<file path="config.mk">
export PLATFORM = sky130hd
export DESIGN_NAME = cncd_decoder
export DESIGN_NICKNAME = d
export VERILOG_FILES = /design/src/cncd_pkg.sv /design/src/cncd_decoder.sv
export SDC_FILE = /design/constraint.sdc
export NUM_CORES = 1
export LEC_CHECK = 0
export ABC_AREA = 1
export BUFFER_PORTS_ARGS = -buffer_cell sky130_fd_sc_hd__buf_2
export CAP_MARGIN = 30
export CORE_ASPECT_RATIO = 1.5
export CORE_MARGIN = 3
export CORE_UTILIZATION = 39
export CTS_CLUSTER_SIZE = 28
export DETAILED_ROUTE_END_ITERATION = 16
export PLACE_DENSITY = 0.72
export SLEW_MARGIN = 30
export SYNTH_ARGS = -nofsm -noshare
export SYNTH_HDL_FRONTEND = slang
export SYNTH_SLANG_ARGS = --single-unit
</file>
<file path="constraint.sdc">
create_clock -name clk_i -period 2 [get_ports clk_i]
set_input_delay 0.2 -clock clk_i [delete_from_list [all_inputs] [get_ports clk_i]]
set_output_delay 0.2 -clock clk_i [all_outputs]
set_load 0.01 [all_outputs]
</file>
<file path="src/cncd_pkg.sv">
// Purpose: Shared constants and types of the chain node command decoder.
// Assumes: One 10 MHz system clock; frames arrive as whole 48-bit words.
// Notes: Timeout length is a plain default; the top module may override it.
`default_nettype none

package cncd_pkg;

  // Frame geometry
  localparam int unsigned FRAME_W = 48;
  localparam int unsigned CHECK_LSB = 0; // Check byte 7:0
  localparam int unsigned CMD_LSB = 8; // Command 9:8
  localparam int unsigned RSVA_LSB = 10; // Reserved 11:10
  localparam int unsigned SEQ_LSB = 12; // Sequence count 15:12
  localparam int unsigned NODE_LSB = 16; // Node address 21:16
  localparam int unsigned RSVB_LSB = 22; // Reserved 23:22
  localparam int unsigned REGA_LSB = 24; // Register address 30:24
  localparam int unsigned DIR_BIT = 31; // Direction flag
  localparam int unsigned DATA_LSB = 32; // Payload 47:32

  // Command codes
  localparam logic [1:0] CMD_KEEPALIVE = 2'h0;
  localparam logic [1:0] CMD_READ = 2'h1;
  localparam logic [1:0] CMD_WRITE = 2'h2;
  localparam logic [1:0] CMD_GLOBAL = 2'h3;

  // Fixed field values
  localparam logic DIR_COMMAND = 1'h0; // Sent by the pack controller
  localparam logic DIR_RESPONSE = 1'h1; // Sent by a node
  localparam logic [1:0] RSV_ZERO = 2'h0;
  localparam logic [7:0] CHECK_PLACEHOLDER = 8'h00; // Filled in by the framer

  // Addresses and reset values
  localparam logic [6:0] RESERVED_REG_ADDR = 7'h00;
  localparam logic [6:0] INIT_REG_ADDR = 7'h01; // Address-assign register
  localparam int unsigned INIT_NODE_LSB = 0; // Node address field inside it
  localparam logic [5:0] DEFAULT_NODE_ADDR = 6'h00;
  localparam logic [3:0] SEQ_RESET = 4'h0;
  localparam logic [6:0] XFER_MAX = 7'h7F;

  // Timing
  localparam int unsigned CLK_FREQ_HZ = 10_000_000;
  localparam int unsigned COMM_TIMEOUT_MS = 1000;
  localparam int unsigned COMM_TIMEOUT_CYCLES = COMM_TIMEOUT_MS * (CLK_FREQ_HZ / 1000);

  // Read sequencer states
  typedef enum logic [1:0] {
    CNCD_IDLE,
    CNCD_FETCH,
    CNCD_SEND
  } cncd_state_t;

endpackage : cncd_pkg

`default_nettype wire

</file>
<file path="src/cncd_decoder.sv">
// Purpose: Decode controller frames for one daisy-chained cell controller node.
// Assumes: Framing and check-byte checking are done upstream on the same clock.
// Notes: Register storage lives outside; this block drives its write and read ports.
// Function
// RULE1 - Keepalive frame restarts the communication timeout
// RULE2 - Keepalive changes nothing and sends no response
// RULE3 - Timeout expiry resets node, clears node address
// RULE4 - Controller sends keepalives before timeout elapses
// RULE5 - Fixed 48-bit field layout of every frame
// RULE6 - Codes: keepalive, read, addressed write, global write
// RULE7 - Controller sends commands with direction flag clear
// RULE8 - Unassigned node accepts only address-assign writes; code also accepts reads addressed to node 0
// RULE9 - Nodes start at node address zero
// RULE10 - Controller assigns unique addresses before other access
// RULE11 - Frames with direction flag set are ignored
// RULE12 - Read response layout: flag, zeros, command, data
// RULE13 - Response sequence count starts zero, wraps, increments
// RULE14 - Writes update register silently; read-only stays unchanged
// RULE15 - Bad check byte frames are fully discarded
// RULE16 - Addressed commands need matching node address
`default_nettype none

module cncd_decoder #(
  parameter int unsigned TIMEOUT_CYCLES = cncd_pkg::COMM_TIMEOUT_CYCLES
) (
  input wire logic clk_i,
  input wire logic rst_n_i,
  input wire logic frame_valid_i, // Received frame strobe
  input wire logic [47:0] frame_i, // Received frame word
  input wire logic check_ok_i, // Check byte matched, qualifies frame_valid_i
  output logic frame_ready_o, // Decoder can take a frame
  output logic wr_en_o, // Register write strobe
  output logic wr_global_o, // Write came from a global frame
  output logic [6:0] wr_addr_o,
  output logic [15:0] wr_data_o,
  output logic rd_req_o, // Register read strobe
  output logic [6:0] rd_addr_o,
  input wire logic [15:0] rd_data_i, // Read data, valid while rd_req_o is high
  output logic resp_valid_o, // Response frame offered
  output logic [47:0] resp_frame_o,
  input wire logic resp_ready_i, // Transmitter takes the response
  output logic [5:0] node_address_o,
  output logic initialized_o, // Node address is not the default
  output logic soft_reset_o // One-cycle node reset on timeout
);

  // Frame fields, named from their job
  wire logic [1:0] cmd_w = frame_i[cncd_pkg::CMD_LSB +: 2]; // see RULE5
  wire logic [5:0] node_w = frame_i[cncd_pkg::NODE_LSB +: 6];
  wire logic [6:0] rega_w = frame_i[cncd_pkg::REGA_LSB +: 7];
  wire logic dir_w = frame_i[cncd_pkg::DIR_BIT];
  wire logic [15:0] data_w = frame_i[cncd_pkg::DATA_LSB +: 16];

  // Registered state
  cncd_pkg::cncd_state_t state_q;
  logic [5:0] node_address_q; // Programmed node address
  logic [3:0] response_sequence_count_q; // Tags each transmitted response
  logic [6:0] register_transfer_count_q; // Registers still to send
  logic [6:0] rd_addr_q;
  logic rd_req_q;
  logic [47:0] resp_frame_q;
  logic resp_valid_q;
  logic wr_en_q;
  logic wr_global_q;
  logic [6:0] wr_addr_q;
  logic [15:0] wr_data_q;
  logic soft_reset_q;
  logic [31:0] timeout_cnt_q;

  // Acceptance decode
  wire logic idle_w = (state_q == cncd_pkg::CNCD_IDLE);
  wire logic taken_w = frame_valid_i & idle_w;
  // Frames from other nodes carry the response flag; drop them whole
  wire logic good_w = taken_w & check_ok_i & (dir_w == cncd_pkg::DIR_COMMAND); // see RULE15, see RULE11
  wire logic unassigned_w = (node_address_q == cncd_pkg::DEFAULT_NODE_ADDR);
  wire logic mine_w = (node_w == node_address_q); // see RULE16
  wire logic is_init_w = (rega_w == cncd_pkg::INIT_REG_ADDR);
  wire logic is_rsvd_w = (rega_w == cncd_pkg::RESERVED_REG_ADDR);
  // Before assignment only the address-assign register takes writes
  wire logic wr_allowed_w = ~unassigned_w | is_init_w; // see RULE8
  wire logic do_write_w = good_w & mine_w & (cmd_w == cncd_pkg::CMD_WRITE)
                          & wr_allowed_w & ~is_rsvd_w; // see RULE14
  // Global writes skip the address compare; node address cannot be set this way
  wire logic do_global_w = good_w & (cmd_w == cncd_pkg::CMD_GLOBAL)
                           & wr_allowed_w & ~is_rsvd_w & ~is_init_w; // see RULE6, see RULE16
  wire logic do_read_w = good_w & mine_w & (cmd_w == cncd_pkg::CMD_READ); // see RULE6
  // Keepalive falls through every action term; only the timer sees it
  wire logic restart_w = good_w; // see RULE1, see RULE2
  wire logic set_addr_w = do_write_w & is_init_w; // see RULE9, see RULE10
  wire logic [5:0] new_addr_w = data_w[cncd_pkg::INIT_NODE_LSB +: 6];

  // Timeout compare
  wire logic expire_w = (timeout_cnt_q >= (TIMEOUT_CYCLES - 32'd1)); // see RULE3

  // Read sequencing
  wire logic [6:0] xfer_w = (data_w[6:0] == 7'h00) ? 7'h01 : data_w[6:0]; // Zero means one
  wire logic resp_done_w = resp_valid_q & resp_ready_i;
  wire logic last_w = (register_transfer_count_q == 7'h01);

  // Response frame assembly
  function automatic logic [47:0] cncd_build_resp(input logic [15:0] data,
                                                  input logic [6:0] rega,
                                                  input logic [5:0] node,
                                                  input logic [3:0] seq);
    cncd_build_resp = {data, cncd_pkg::DIR_RESPONSE, rega, cncd_pkg::RSV_ZERO, node,
                       seq, cncd_pkg::RSV_ZERO, cncd_pkg::CMD_READ,
                       cncd_pkg::CHECK_PLACEHOLDER}; // see RULE12
  endfunction : cncd_build_resp

  // Communication timeout counter
  always_ff @(posedge clk_i or negedge rst_n_i) begin
    if (!rst_n_i) begin
      timeout_cnt_q <= 32'h00000000;
    end else if (restart_w || expire_w) begin
      timeout_cnt_q <= 32'h00000000; // see RULE1
    end else begin
      timeout_cnt_q <= timeout_cnt_q + 32'h00000001;
    end
  end

  // Soft reset pulse, one cycle per expiry
  always_ff @(posedge clk_i or negedge rst_n_i) begin
    if (!rst_n_i) begin
      soft_reset_q <= 1'b0;
    end else begin
      soft_reset_q <= expire_w & ~restart_w; // see RULE3
    end
  end

  // Node address; a good frame in the expiry cycle cancels the clear, so an address write then still lands
  always_ff @(posedge clk_i or negedge rst_n_i) begin
    if (!rst_n_i) begin
      node_address_q <= cncd_pkg::DEFAULT_NODE_ADDR; // see RULE9
    end else if (expire_w && !restart_w) begin
      node_address_q <= cncd_pkg::DEFAULT_NODE_ADDR; // see RULE3
    end else if (set_addr_w) begin
      node_address_q <= new_addr_w;
    end
  end

  // Register write port, one-cycle strobe, no response
  always_ff @(posedge clk_i or negedge rst_n_i) begin
    if (!rst_n_i) begin
      wr_en_q <= 1'b0;
      wr_global_q <= 1'b0;
      wr_addr_q <= 7'h00;
      wr_data_q <= 16'h0000;
    end else begin
      wr_en_q <= do_write_w | do_global_w; // see RULE14
      wr_global_q <= do_global_w;
      if (do_write_w || do_global_w) begin
        wr_addr_q <= rega_w;
        wr_data_q <= data_w;
      end
    end
  end

  // Read sequencer: fetch, then offer, per register
  always_ff @(posedge clk_i or negedge rst_n_i) begin
    if (!rst_n_i) begin
      state_q <= cncd_pkg::CNCD_IDLE;
      rd_req_q <= 1'b0;
      rd_addr_q <= 7'h00;
      register_transfer_count_q <= 7'h00;
      resp_valid_q <= 1'b0;
      resp_frame_q <= 48'h000000000000;
    end else if (expire_w && !restart_w) begin
      // Abandon any transfer; the node is being reset
      state_q <= cncd_pkg::CNCD_IDLE;
      rd_req_q <= 1'b0;
      resp_valid_q <= 1'b0;
    end else begin
      case (state_q)
        cncd_pkg::CNCD_IDLE: begin
          if (do_read_w) begin
            rd_req_q <= 1'b1;
            rd_addr_q <= rega_w;
            register_transfer_count_q <= xfer_w;
            state_q <= cncd_pkg::CNCD_FETCH;
          end
        end
        cncd_pkg::CNCD_FETCH: begin
          // Read data is sampled at the edge that ends the strobe cycle
          rd_req_q <= 1'b0;
          resp_frame_q <= cncd_build_resp(rd_data_i, rd_addr_q, node_address_q,
                                          response_sequence_count_q);
          resp_valid_q <= 1'b1;
          state_q <= cncd_pkg::CNCD_SEND;
        end
        cncd_pkg::CNCD_SEND: begin
          if (resp_done_w) begin
            resp_valid_q <= 1'b0;
            register_transfer_count_q <= register_transfer_count_q - 7'h01;
            if (last_w) begin
              state_q <= cncd_pkg::CNCD_IDLE;
            end else begin
              // Address wraps from the top back to zero
              rd_addr_q <= (rd_addr_q == cncd_pkg::XFER_MAX) ? 7'h00 : rd_addr_q + 7'h01;
              rd_req_q <= 1'b1;
              state_q <= cncd_pkg::CNCD_FETCH;
            end
          end
        end
        default: begin
          state_q <= cncd_pkg::CNCD_IDLE;
          rd_req_q <= 1'b0;
          resp_valid_q <= 1'b0;
        end
      endcase
    end
  end

  // Response sequence count, counts only responses actually sent
  always_ff @(posedge clk_i or negedge rst_n_i) begin
    if (!rst_n_i) begin
      response_sequence_count_q <= cncd_pkg::SEQ_RESET;
    end else if (expire_w && !restart_w) begin
      response_sequence_count_q <= cncd_pkg::SEQ_RESET;
    end else if (resp_done_w) begin
      response_sequence_count_q <= response_sequence_count_q + 4'h1; // see RULE13
    end
  end

  // Ready flag, registered so the output comes from a flop
  logic frame_ready_q;
  always_ff @(posedge clk_i or negedge rst_n_i) begin
    if (!rst_n_i) begin
      frame_ready_q <= 1'b0;
    end else begin
      frame_ready_q <= (state_q == cncd_pkg::CNCD_IDLE) & ~do_read_w;
    end
  end

  // Initialised flag mirrors the address compare
  logic initialized_q;
  always_ff @(posedge clk_i or negedge rst_n_i) begin
    if (!rst_n_i) begin
      initialized_q <= 1'b0;
    end else begin
      initialized_q <= (node_address_q != cncd_pkg::DEFAULT_NODE_ADDR);
    end
  end

  // Output drive, all straight from flops
  assign frame_ready_o = frame_ready_q;
  assign wr_en_o = wr_en_q;
  assign wr_global_o = wr_global_q;
  assign wr_addr_o = wr_addr_q;
  assign wr_data_o = wr_data_q;
  assign rd_req_o = rd_req_q;
  assign rd_addr_o = rd_addr_q;
  assign resp_valid_o = resp_valid_q;
  assign resp_frame_o = resp_frame_q;
  assign node_address_o = node_address_q;
  assign initialized_o = initialized_q;
  assign soft_reset_o = soft_reset_q;

endmodule : cncd_decoder

`default_nettype wire

</file>
==> impl_metrics.json, run 1 <==
{
  "status": "finished clean",
  "synth.distinct_cells": 34,
  "rows": 53,
  "drt-total-wl_um": 14600,
  "startpoint": "timeout_cnt_q[18]",
  "viasPerCell": 4.73,
  "rsz0062_at_grt": "yes",
  "final_area_mm2": 0.00755,
  "synth_edf_count": 0,
  "grt_antenna_before_repair": 0,
  "worst_clock_skew_ps": 10.6,
  "dr.pass1.iters": 5,
  "async_flop_share_pct": 100,
  "final_util_pct": 53.0,
  "yosysWarnings": 0,
  "die_x_um": 105,
  "vias": 5109,
  "die-area_mm2": 0.0164,
  "fill_cells": 1311,
  "min_from": "frame_i[29]",
  "detail-route-antenna-nets": 0,
  "coreArea_mm2": 0.0143,
  "ff2ff_path_depth": 8,
  "io_buffers": 130,
  "r2r_setup_slack_ps": 140,
  "clock_sinks": 122,
  "cts_made_buffers": 17,
  "ios": 160,
  "hold_path_end": "wr_addr_o[5]",
  "ir_drop_v": 0.000509,
  "cp-start-kind": "flop",
  "p_leak_nw": 3.98,
  "grt-ovfl-total": 0,
  "synth_area_leaders": "dfrtp_1, nand2_1, inv_1, nor2_1, o21ai_0",
  "dieHeight_um": 155,
  "power.switching_mw": 1.34,
  "setup_viol": 0,
  "syn_inst": 700,
  "period_minus_slack_ps": 1860,
  "seq_area_mm2": 0.00305,
  "synth_seq_cells": 122,
  "fin_nets": 950,
  "hold_depth": 3,
  "synthFlopType": "dfrtp_1",
  "synth_area_mm2": 0.00579,
  "grt_pass1_vias": 5088,
  "final-hold-violation-count": 0,
  "htreeDepth": 4,
  "grt_use_total_pct": 18.5,
  "seq_power_share_pct": 42.8,
  "layout_common_cells": "nand2_1, buf_2, dfrtp_1",
  "r2r-start": "timeout_cnt_q[18]",
  "cap_violations": 0,
  "drive_gt1_share_pct": 23.3,
  "min_period_over_period_pct": 93.1,
  "grt_first_pass_wirelength_um": 24200,
  "gp_congestion": 0.852,
  "grt_max_degree": 53,
  "initial_core_util_pct": 40.6,
  "yosysTopAreaCell": "dfrtp_1",
  "powerDensity_mw_per_mm2": 769,
  "synth_top_area_share_pct": 52.8,
  "clkPwrFrac_pct": 53.4,
  "slew_viol_final": 0,
  "layout.cells.non_filler": 1081,
  "reg2reg_to": "register_transfer_count_q[3]",
  "syn_to_final_growth_pct": 30.5,
  "cp_max_fo": 8,
  "max_freq_mhz": 537,
  "p_comb_share_pct": 3.8,
  "multi_input_area_mm2": 0.00227,
  "dpl.cell_count": 1035,
  "end_kind": "flop",
  "clk_pin_slew_worst_paths_ps": 60,
  "drc": 0,
  "yosysSeqAreaShare_pct": 52.8,
  "mostFrequentLayoutCell": "nand2_1",
  "wl_per_cell_um": 13.5,
  "cts_tree": "done",
  "avgSynthCellArea_um2": 8.27,
  "swShare_pct": 23.1,
  "drt_iter0_markers": 284,
  "dpl_cell_area_mm2": 0.00680,
  "p_int_mw": 4.46,
  "hold_path_class": "primary input to flop",
  "n_antenna_cell": 0,
  "worstPathRequired_ps": 2300,
  "clkLatencyLatePin_ps": 410,
  "clockBufferDepth": 2,
  "path_class": "flop to flop",
  "fin_tns_setup_ps": 0,
  "place_hpwl_um": 10600,
  "cts-root-buf": "clkbuf_16",
  "arrival_ps": 2160
}
## synth_stat cells, types with 2 or more instances
cell type  count
a21boi_0       2
a21oi_1       19
a31oi_1        3
buf_2          8
buf_4         17
buf_6          2
clkbuf_1       8
dfrtp_1      122
ha_1           5
inv_1         88
nand2_1      172
nand2_2        2
nand3_1       45
nand3_2        3
nand3b_1       2
nand4_1       21
nor2_1        75
nor3_1        11
nor3b_1        2
nor4_1         4
o21ai_0       56
o22ai_1        3
xnor2_1        9
xor2_1        11
## power groups by stage
stage               clock network, mW  logic [mW]  registers (mW)
global placement                    0       0.202            2.53
finish                           3.10       0.223            2.48
detailed placement                  0       0.206            2.53
floorplan                           0      0.0839            2.53
CTS                              3.15       0.222            2.48
global route                     3.27       0.252            2.48
## layout make-up
class,count,area share [%]
clock buffer,18,5.82
inverter,89,4.42
tap,192,3.18
timing repair buffer,172,13.9
multi-input combinational,474,30.1
sequential,122,40.4
clock inverter,14,2.15
## worst max-delay path, stage by stage (launching register included)
cell     delay [ps]
dfrtp_1         430
nor3_1          300
nor2_1           70
a21oi_1         320
nand2_2         140
nand2_4         150
nand3_2         180
nand2_1         110
nand2_1          50
## timing repair
action | CTS | global route
hold buffers | 11 | 0
setup endpoints to repair | 0 | 33
hold endpoints to repair | 43 | 0
setup buffers | 0 | 3
gates resized for setup | 0 | 6
## layer usage
metal / global-route usage (%) / wire, um
met1: 20.6 / 5660
met4: 7.50 / 359
met2: 33.2 / 7660
met5: 0 / 0
met3: 4.82 / 884
## kinds of logic after synthesis
family | synth area share, %
flops | 52.8
fa+ha+maj | 1.08
xor+xnor | 3.03
buf+inv | 9.58
compound gates | 8.02
simple gates | 25.5
other cells | 0.0648
## flip-flops by register name, summed over array words and instances (netlist names)
register,count
node_address_o,6
wr_en_o,1
soft_reset_o,1
state_q,2
resp_valid_o,1
timeout_cnt_q,32
rd_addr_o,7
rd_req_o,1
resp_frame_o,34
frame_ready_o,1
wr_addr_o,7
wr_global_o,1
initialized_o,1
register_transfer_count_q,7
response_sequence_count_q,4
wr_data_o,16
## how the worst max path moves through the flow
stage,to,slack [ps]
2_1_floorplan,resp_frame_o[12],300
3_3_place_gp,rd_addr_o[5],110
3_5_place_dp,resp_valid_o,90
4_1_cts,rd_addr_o[1],70
5_1_grt,rd_addr_o[2],-10
6_report,register_transfer_count_q[3],140
## metrics by stage
step	hold slack [ps]	setup slack [ps]	power, mW
2_1_floorplan	-95.6	298	2.61
3_3_place_gp	194	108	2.73
3_5_place_dp	196	85.3	2.73
4_1_cts	7.03	65.9	5.85
5_1_grt	16.6	-11.7	6.00
6_report	18.9	138	5.81
Power figures use the tool's default switching activity.
==> inputs of run 2 (changes only) <==
--- a/config.mk
+++ b/config.mk
@@ -11,6 +11,8 @@
 export CORE_ASPECT_RATIO = 1.5
 export CORE_MARGIN = 3
 export CORE_UTILIZATION = 39
+export CTS_BUF_LIST = sky130_fd_sc_hd__clkbuf_16
+export CTS_CLUSTER_DIAMETER = 60
 export CTS_CLUSTER_SIZE = 28
 export DETAILED_ROUTE_END_ITERATION = 16
 export PLACE_DENSITY = 0.72
==> run 2 against run 1 <==
Against the previous run:
- sequential power is essentially flat
- setup slack better by 1.4 ps
- critical path depth is 1 lower
- non-clock buffer count did not move
- largest cell class unchanged
- largest power group unchanged
==> impl_metrics.json, run 2 (synthesized netlist as in run 1, its figures left out) <==
{
  "power.switching_mw": 1.34,
  "final_area_mm2": 0.00754,
  "period_minus_slack_ps": 1860,
  "clkPwrFrac_pct": 53.1,
  "path_class": "flop to flop",
  "grt_first_pass_wirelength_um": 24100,
  "grt-ovfl-total": 0,
  "grt_use_total_pct": 18.4,
  "grt_max_degree": 53,
  "coreArea_mm2": 0.0143,
  "arrival_ps": 2180,
  "p_leak_nw": 3.97,
  "powerDensity_mw_per_mm2": 765,
  "layout_common_cells": "nand2_1, buf_2, dfrtp_1",
  "die-area_mm2": 0.0164,
  "hold_path_class": "primary input to flop",
  "dpl_cell_area_mm2": 0.00680,
  "cts_tree": "done",
  "cap_violations": 0,
  "drt-total-wl_um": 14600,
  "swShare_pct": 23.2,
  "seq_area_mm2": 0.00305,
  "largest_reg_flops": 34,
  "dieHeight_um": 155,
  "rows": 53,
  "vias": 5113,
  "cp_max_fo": 19,
  "detail-route-antenna-nets": 0,
  "gp_congestion": 0.852,
  "viasPerCell": 4.73,
  "final-hold-violation-count": 0,
  "drive_gt1_share_pct": 23.2,
  "n_antenna_cell": 0,
  "ir_drop_v": 0.000507,
  "min_period_over_period_pct": 93.0,
  "die_x_um": 105,
  "htreeDepth": 4,
  "setup_viol": 0,
  "r2r_setup_slack_ps": 140,
  "syn_to_final_growth_pct": 30.3,
  "mostFrequentLayoutCell": "nand2_1",
  "slew_viol_final": 0,
  "clockBufferDepth": 2,
  "cts_made_buffers": 17,
  "drt_iter0_markers": 288,
  "slowest_stage": "dfrtp_1",
  "wl_per_cell_um": 13.5,
  "clock_sinks": 122,
  "initial_core_util_pct": 40.6,
  "io_buffers": 130,
  "seq_power_share_pct": 43.1,
  "place_hpwl_um": 10600,
  "clk_pin_slew_worst_paths_ps": 60,
  "worst_clock_skew_ps": 10.4,
  "grt_antenna_before_repair": 0,
  "ios": 160,
  "setup.worst_path.end": "timeout_cnt_q[3]",
  "reg2reg_to": "timeout_cnt_q[3]",
  "p_int_mw": 4.43,
  "rsz0062_at_grt": "yes",
  "place_ws_ps": 85.3,
  "worst_slack_ps": 140,
  "fill_cells": 1317,
  "clkLatencyLatePin_ps": 410,
  "r2r-start": "timeout_cnt_q[18]",
  "cp-start-kind": "flop",
  "drc": 0,
  "startpoint": "timeout_cnt_q[18]",
  "cts-root-buf": "clkbuf_16",
  "fin_nets": 950,
  "worstPathCellList": "nor3_1 > nor2_1 > a21oi_1 > nand2_2 > nor2_2 > inv_2 > nor3b_1",
  "max_freq_mhz": 538,
  "multi_input_area_mm2": 0.00227,
  "cp_slowest_stage_delay_ps": 430,
  "grt_pass1_vias": 5093,
  "power_mw": 5.77,
  "dr.pass1.iters": 5,
  "p_comb_share_pct": 3.9,
  "ff2ff_path_depth": 7,
  "status": "finished clean",
  "worstPathRequired_ps": 2320,
  "end_kind": "flop"
}
[run 2: changes by cell type in the layout (fill, tap and decap cells not counted), sizes merged]
cell,previous run,this run
clkinv,3,4
clkbuf,18,17
[run 2: what timing repair did]
item,4_1_cts,5_1_grt
setup endpoints to repair,0,32
resized for setup,0,6
buffers inserted,0,3
hold endpoints to repair,43,0
hold buffers,11,0
[run 2: area by class of cell]
class	count	area share, %
inverter	89	4.43
sequential	122	40.5
multi-input combinational	474	30.1
tap	192	3.19
clock buffer	17	5.64
timing repair buffer	172	13.9
clock inverter	15	2.21
[run 2: how the worst min path moves through the flow]
stage	endpoint	startpoint	slack (ps)	cells after the start
after floorplan	frame_ready_o	rst_n_i	-100	0
after global placement	wr_addr_o[4]	rst_n_i	190	1
after detailed placement	wr_data_o[10]	rst_n_i	200	1
after CTS	wr_addr_o[5]	frame_i[29]	7	3
after global routing	wr_addr_o[5]	frame_i[29]	20	3
final	wr_addr_o[5]	frame_i[29]	20	3
[run 2: per-layer routing]
| layer | up-vias | GRT usage, % | share of wire, % |
|---|---|---|---|
| li1 | 2553 | - | - |
| met1 | 2353 | 20.6 | 39 |
| met2 | 183 | 33.1 | 52 |
| met3 | 24 | 4.82 | 6.2 |
| met4 | 0 | 7.50 | 2.5 |
| met5 | - | 0 | 0 |
[run 2: power by group through the flow]
stage	Sequential, mW	Combinational [mW]	Clock [mW]
2_1_floorplan	2.53	0.0839	0
3_3_place_gp	2.53	0.202	0
3_5_place_dp	2.53	0.206	0
4_1_cts	2.48	0.222	3.11
5_1_grt	2.48	0.252	3.23
6_report	2.48	0.222	3.06
[run 2: critical path, delay by kind of cell, from the launching register on]
family,cells,cell delay [ps]
AND/OR/NAND/NOR,5,870
flip-flops,1,430
AO/OA/AOI/OAI,1,320
buffers and inverters,1,160
[run 2: per-stage QoR]
stage	utilization [%]	hold WS, ps	TNS, ps	instances
after floorplan	-	-95.6	0	720
after global placement	47.7	194	0	1035
after detailed placement	47.7	196	0	1035
after CTS	52.6	7.03	0	1078
after global routing	52.9	16.6	-15.7	1081
final	52.9	20.2	0	1081
==> inputs of run 3 (changes only) <==
--- a/config.mk
+++ b/config.mk
@@ -5,9 +5,10 @@
 export SDC_FILE = /design/constraint.sdc
 export NUM_CORES = 1
 export LEC_CHECK = 0
-export ABC_AREA = 1
 export BUFFER_PORTS_ARGS = -buffer_cell sky130_fd_sc_hd__buf_2
 export CAP_MARGIN = 30
+export CELL_PAD_IN_SITES_DETAIL_PLACEMENT = 1
+export CELL_PAD_IN_SITES_GLOBAL_PLACEMENT = 1
 export CORE_ASPECT_RATIO = 1.5
 export CORE_MARGIN = 3
 export CORE_UTILIZATION = 39
@@ -15,7 +16,7 @@
 export CTS_CLUSTER_DIAMETER = 60
 export CTS_CLUSTER_SIZE = 28
 export DETAILED_ROUTE_END_ITERATION = 16
-export PLACE_DENSITY = 0.72
+export PLACE_DENSITY = 0.87
 export SLEW_MARGIN = 30
 export SYNTH_ARGS = -nofsm -noshare
 export SYNTH_HDL_FRONTEND = slang
==> run 3 against run 2 <==
Against the previous run:
- the run now ends with negative setup slack left
- setup slack lost 740 ps
- synthesized area fell by 3.0%
- non-clock buffer count increased by 53
- die area shrank 2.8%
- sequential share of layout area fell by 4.1 points
- count of clock-buffer cells in the layout is the same
- synthesized cell count shrank 33%
- global-route usage grew 9.3 points
- core utilization rose by 6.7 points
- power increased by 6.3%
==> impl_metrics.json, run 3 <==
{
  "r2r-start": "timeout_cnt_q[25]",
  "violations": "negative setup slack",
  "clock_sinks": 122,
  "powerDensity_mw_per_mm2": 731,
  "yosysWarnings": 0,
  "grt_pass1_vias": 5604,
  "ir_drop_v": 0.000640,
  "synth.distinct_cells": 61,
  "synth_edf_count": 0,
  "dpl_cell_area_mm2": 0.00696,
  "max_freq_mhz": 385,
  "final_area_mm2": 0.00838,
  "async_flop_share_pct": 100,
  "drt-total-wl_um": 25600,
  "syn_to_final_growth_pct": 49.3,
  "hold-worst-slack_ps": 0.322,
  "grt_antenna_before_repair": 3,
  "cts_tree": "done",
  "vias": 5144,
  "io_buffers": 130,
  "wl_per_cell_um": 28.3,
  "drive_gt1_share_pct": 49.4,
  "power_mw": 6.13,
  "dieHeight_um": 153,
  "final_util_pct": 59.6,
  "r2r_setup_slack_ps": -600,
  "initial_core_util_pct": 39.9,
  "detail-route-antenna-nets": 0,
  "syn_inst": 466,
  "hold_path_class": "primary input to flop",
  "layout_common_cells": "buf_2, dfrtp_1, buf_4",
  "cp_max_fo": 8,
  "drt_iter0_markers": 406,
  "synth_seq_cells": 122,
  "cp-start-kind": "flop",
  "relSlewSlack_pct": 54.8,
  "clkLatencyLatePin_ps": 430,
  "avgSynthCellArea_um2": 12.0,
  "min_from": "rd_data_i[9]",
  "grt.met1_usage_pct": 28.2,
  "fin_tns_setup_ps": -40460,
  "worst_slack_ps": -596,
  "htreeDepth": 4,
  "synth_top_area_share_pct": 54.4,
  "final-hold-violation-count": 0,
  "die-area_mm2": 0.0159,
  "rows": 53,
  "status": "complete, but fails checks",
  "yosysTopAreaCell": "dfrtp_1",
  "yosysSeqAreaShare_pct": 54.4,
  "viasPerCell": 5.68,
  "path_class": "flop to flop",
  "die_x_um": 104,
  "fin_nets": 773,
  "end_kind": "flop",
  "met3_usage_pct": 7.27,
  "grt_max_degree": 123,
  "arrival_ps": 2960,
  "layout.cells.non_filler": 905,
  "slew_viol_final": 0,
  "clockBufferDepth": 2,
  "grt_use_total_pct": 27.7,
  "grt_first_pass_wirelength_um": 33700,
  "ff2ff_path_depth": 9,
  "hold_depth": 2,
  "worstPathRequired_ps": 2370,
  "synth_area_mm2": 0.00561,
  "place_ws_ps": -422,
  "worst_clock_skew_ps": 12.7,
  "rsz0062_at_grt": "yes",
  "setup_viol": 111,
  "clk_pin_slew_worst_paths_ps": 60,
  "largest_reg_flops": 34,
  "tightest_slew_ps": 678,
  "busiest_layer": "met2",
  "yosysMostFrequentCell": "dfrtp_1",
  "p_leak_nw": 4.13,
  "grt-ovfl-total": 0,
  "synthFlopType": "dfrtp_1",
  "reg2reg_to": "register_transfer_count_q[6]",
  "gp_congestion": 0.905,
  "cts-root-buf": "clkbuf_16",
  "cap_violations": 0,
  "place_hpwl_um": 12300,
  "drc": 0,
  "dr.pass1.iters": 5,
  "yosys-top-cells-count": "dfrtp_1, nor2_1, mux2_1, nand2_1, xor2_1",
  "synth_area_leaders": "dfrtp_1, mux2_1, mux2_4, xor2_1, nor2_1",
  "dpl.cell_count": 840,
  "period_minus_slack_ps": 2600,
  "coreArea_mm2": 0.0141,
  "ios": 160,
  "cts_made_buffers": 17,
  "min_period_over_period_pct": 130,
  "mostFrequentLayoutCell": "buf_2",
  "hold_path_end": "resp_frame_o[41]",
  "use_met2_pct": 50.5
}
==> run 3: changes by cell type in the layout (fill, tap and decap cells not counted), moves of 14 or more <==
cell     delta
nand2_1   -142
inv_1      -77
mux2_4     +54
o21ai_0    -48
nor2_1     -43
buf_4      +35
nand3_1    -33
nor2_2     +16
nand4_1    -14
==> run 3: critical path, stage by stage, from the launching register on <==
cell and delay (ps):
dfrtp_1 420, nor4_4 390, buf_4 190, and3_4 170, o21a_1 170, buf_4 140
o2bb2ai_4 120, buf_8 170, nor4b_1 520, o22a_1 250
==> run 3: what timing repair did <==
action / 4_1_cts / 5_1_grt
gates cloned: 3 / 4
resized for setup: 48 / 48
hold buffers: 10 / 1
hold endpoints to repair: 131 / 1
pin swaps: 7 / 10
setup endpoints to repair: 110 / 111
buffers inserted: 10 / 7
==> run 3: report_power, final <==
| part | leakage (nW) | internal, mW | total [mW] | switching, mW |
|---|---|---|---|---|
| clock network | 0.304 | 2.17 | 3.36 | 1.19 |
| logic | 2.17 | 0.108 | 0.276 | 0.168 |
| registers | 1.66 | 2.48 | 2.50 | 0.0135 |
==> run 3: worst max path at each step <==
stage	from	end	slack (ps)
2_1_floorplan	timeout_cnt_q[0]	resp_frame_o[26]	-250
3_3_place_gp	timeout_cnt_q[1]	resp_frame_o[13]	-310
3_5_place_dp	timeout_cnt_q[1]	resp_frame_o[45]	-420
4_1_cts	timeout_cnt_q[0]	resp_frame_o[13]	-370
5_1_grt	timeout_cnt_q[25]	register_transfer_count_q[6]	-600
6_report	timeout_cnt_q[25]	register_transfer_count_q[6]	-600
==> run 3: cells by family after synthesis <==
logic type                 synth area share (%)
AOI/OAI and AO/OA                          7.67
DFF                                        54.4
and+or+nand+nor                            13.3
buffers and inverters                      4.66
muxes                                      14.2
xor gates and xnor gates                   4.68
other                                    0.0668
adders and majority gates                  1.11
==> run 3: cell type report <==
class | count | area [um^2]
Timing Repair Buffer | 225 | 1640
Clock inverter | 13 | 184
Sequential cell | 122 | 3050
Clock buffer | 17 | 425
Antenna cell | 3 | 7.51
Inverter | 11 | 41.3
Fill cell | 1471 | 5680
Multi-Input combinational cell | 322 | 2780
Tap cell | 192 | 240
==> run 3: routing by layer <==
layer	vias to the layer above	wire length, um
li1	2074	-
met5	-	0
met3	123	1490
met1	2634	8860
met4	0	1750
met2	313	13500
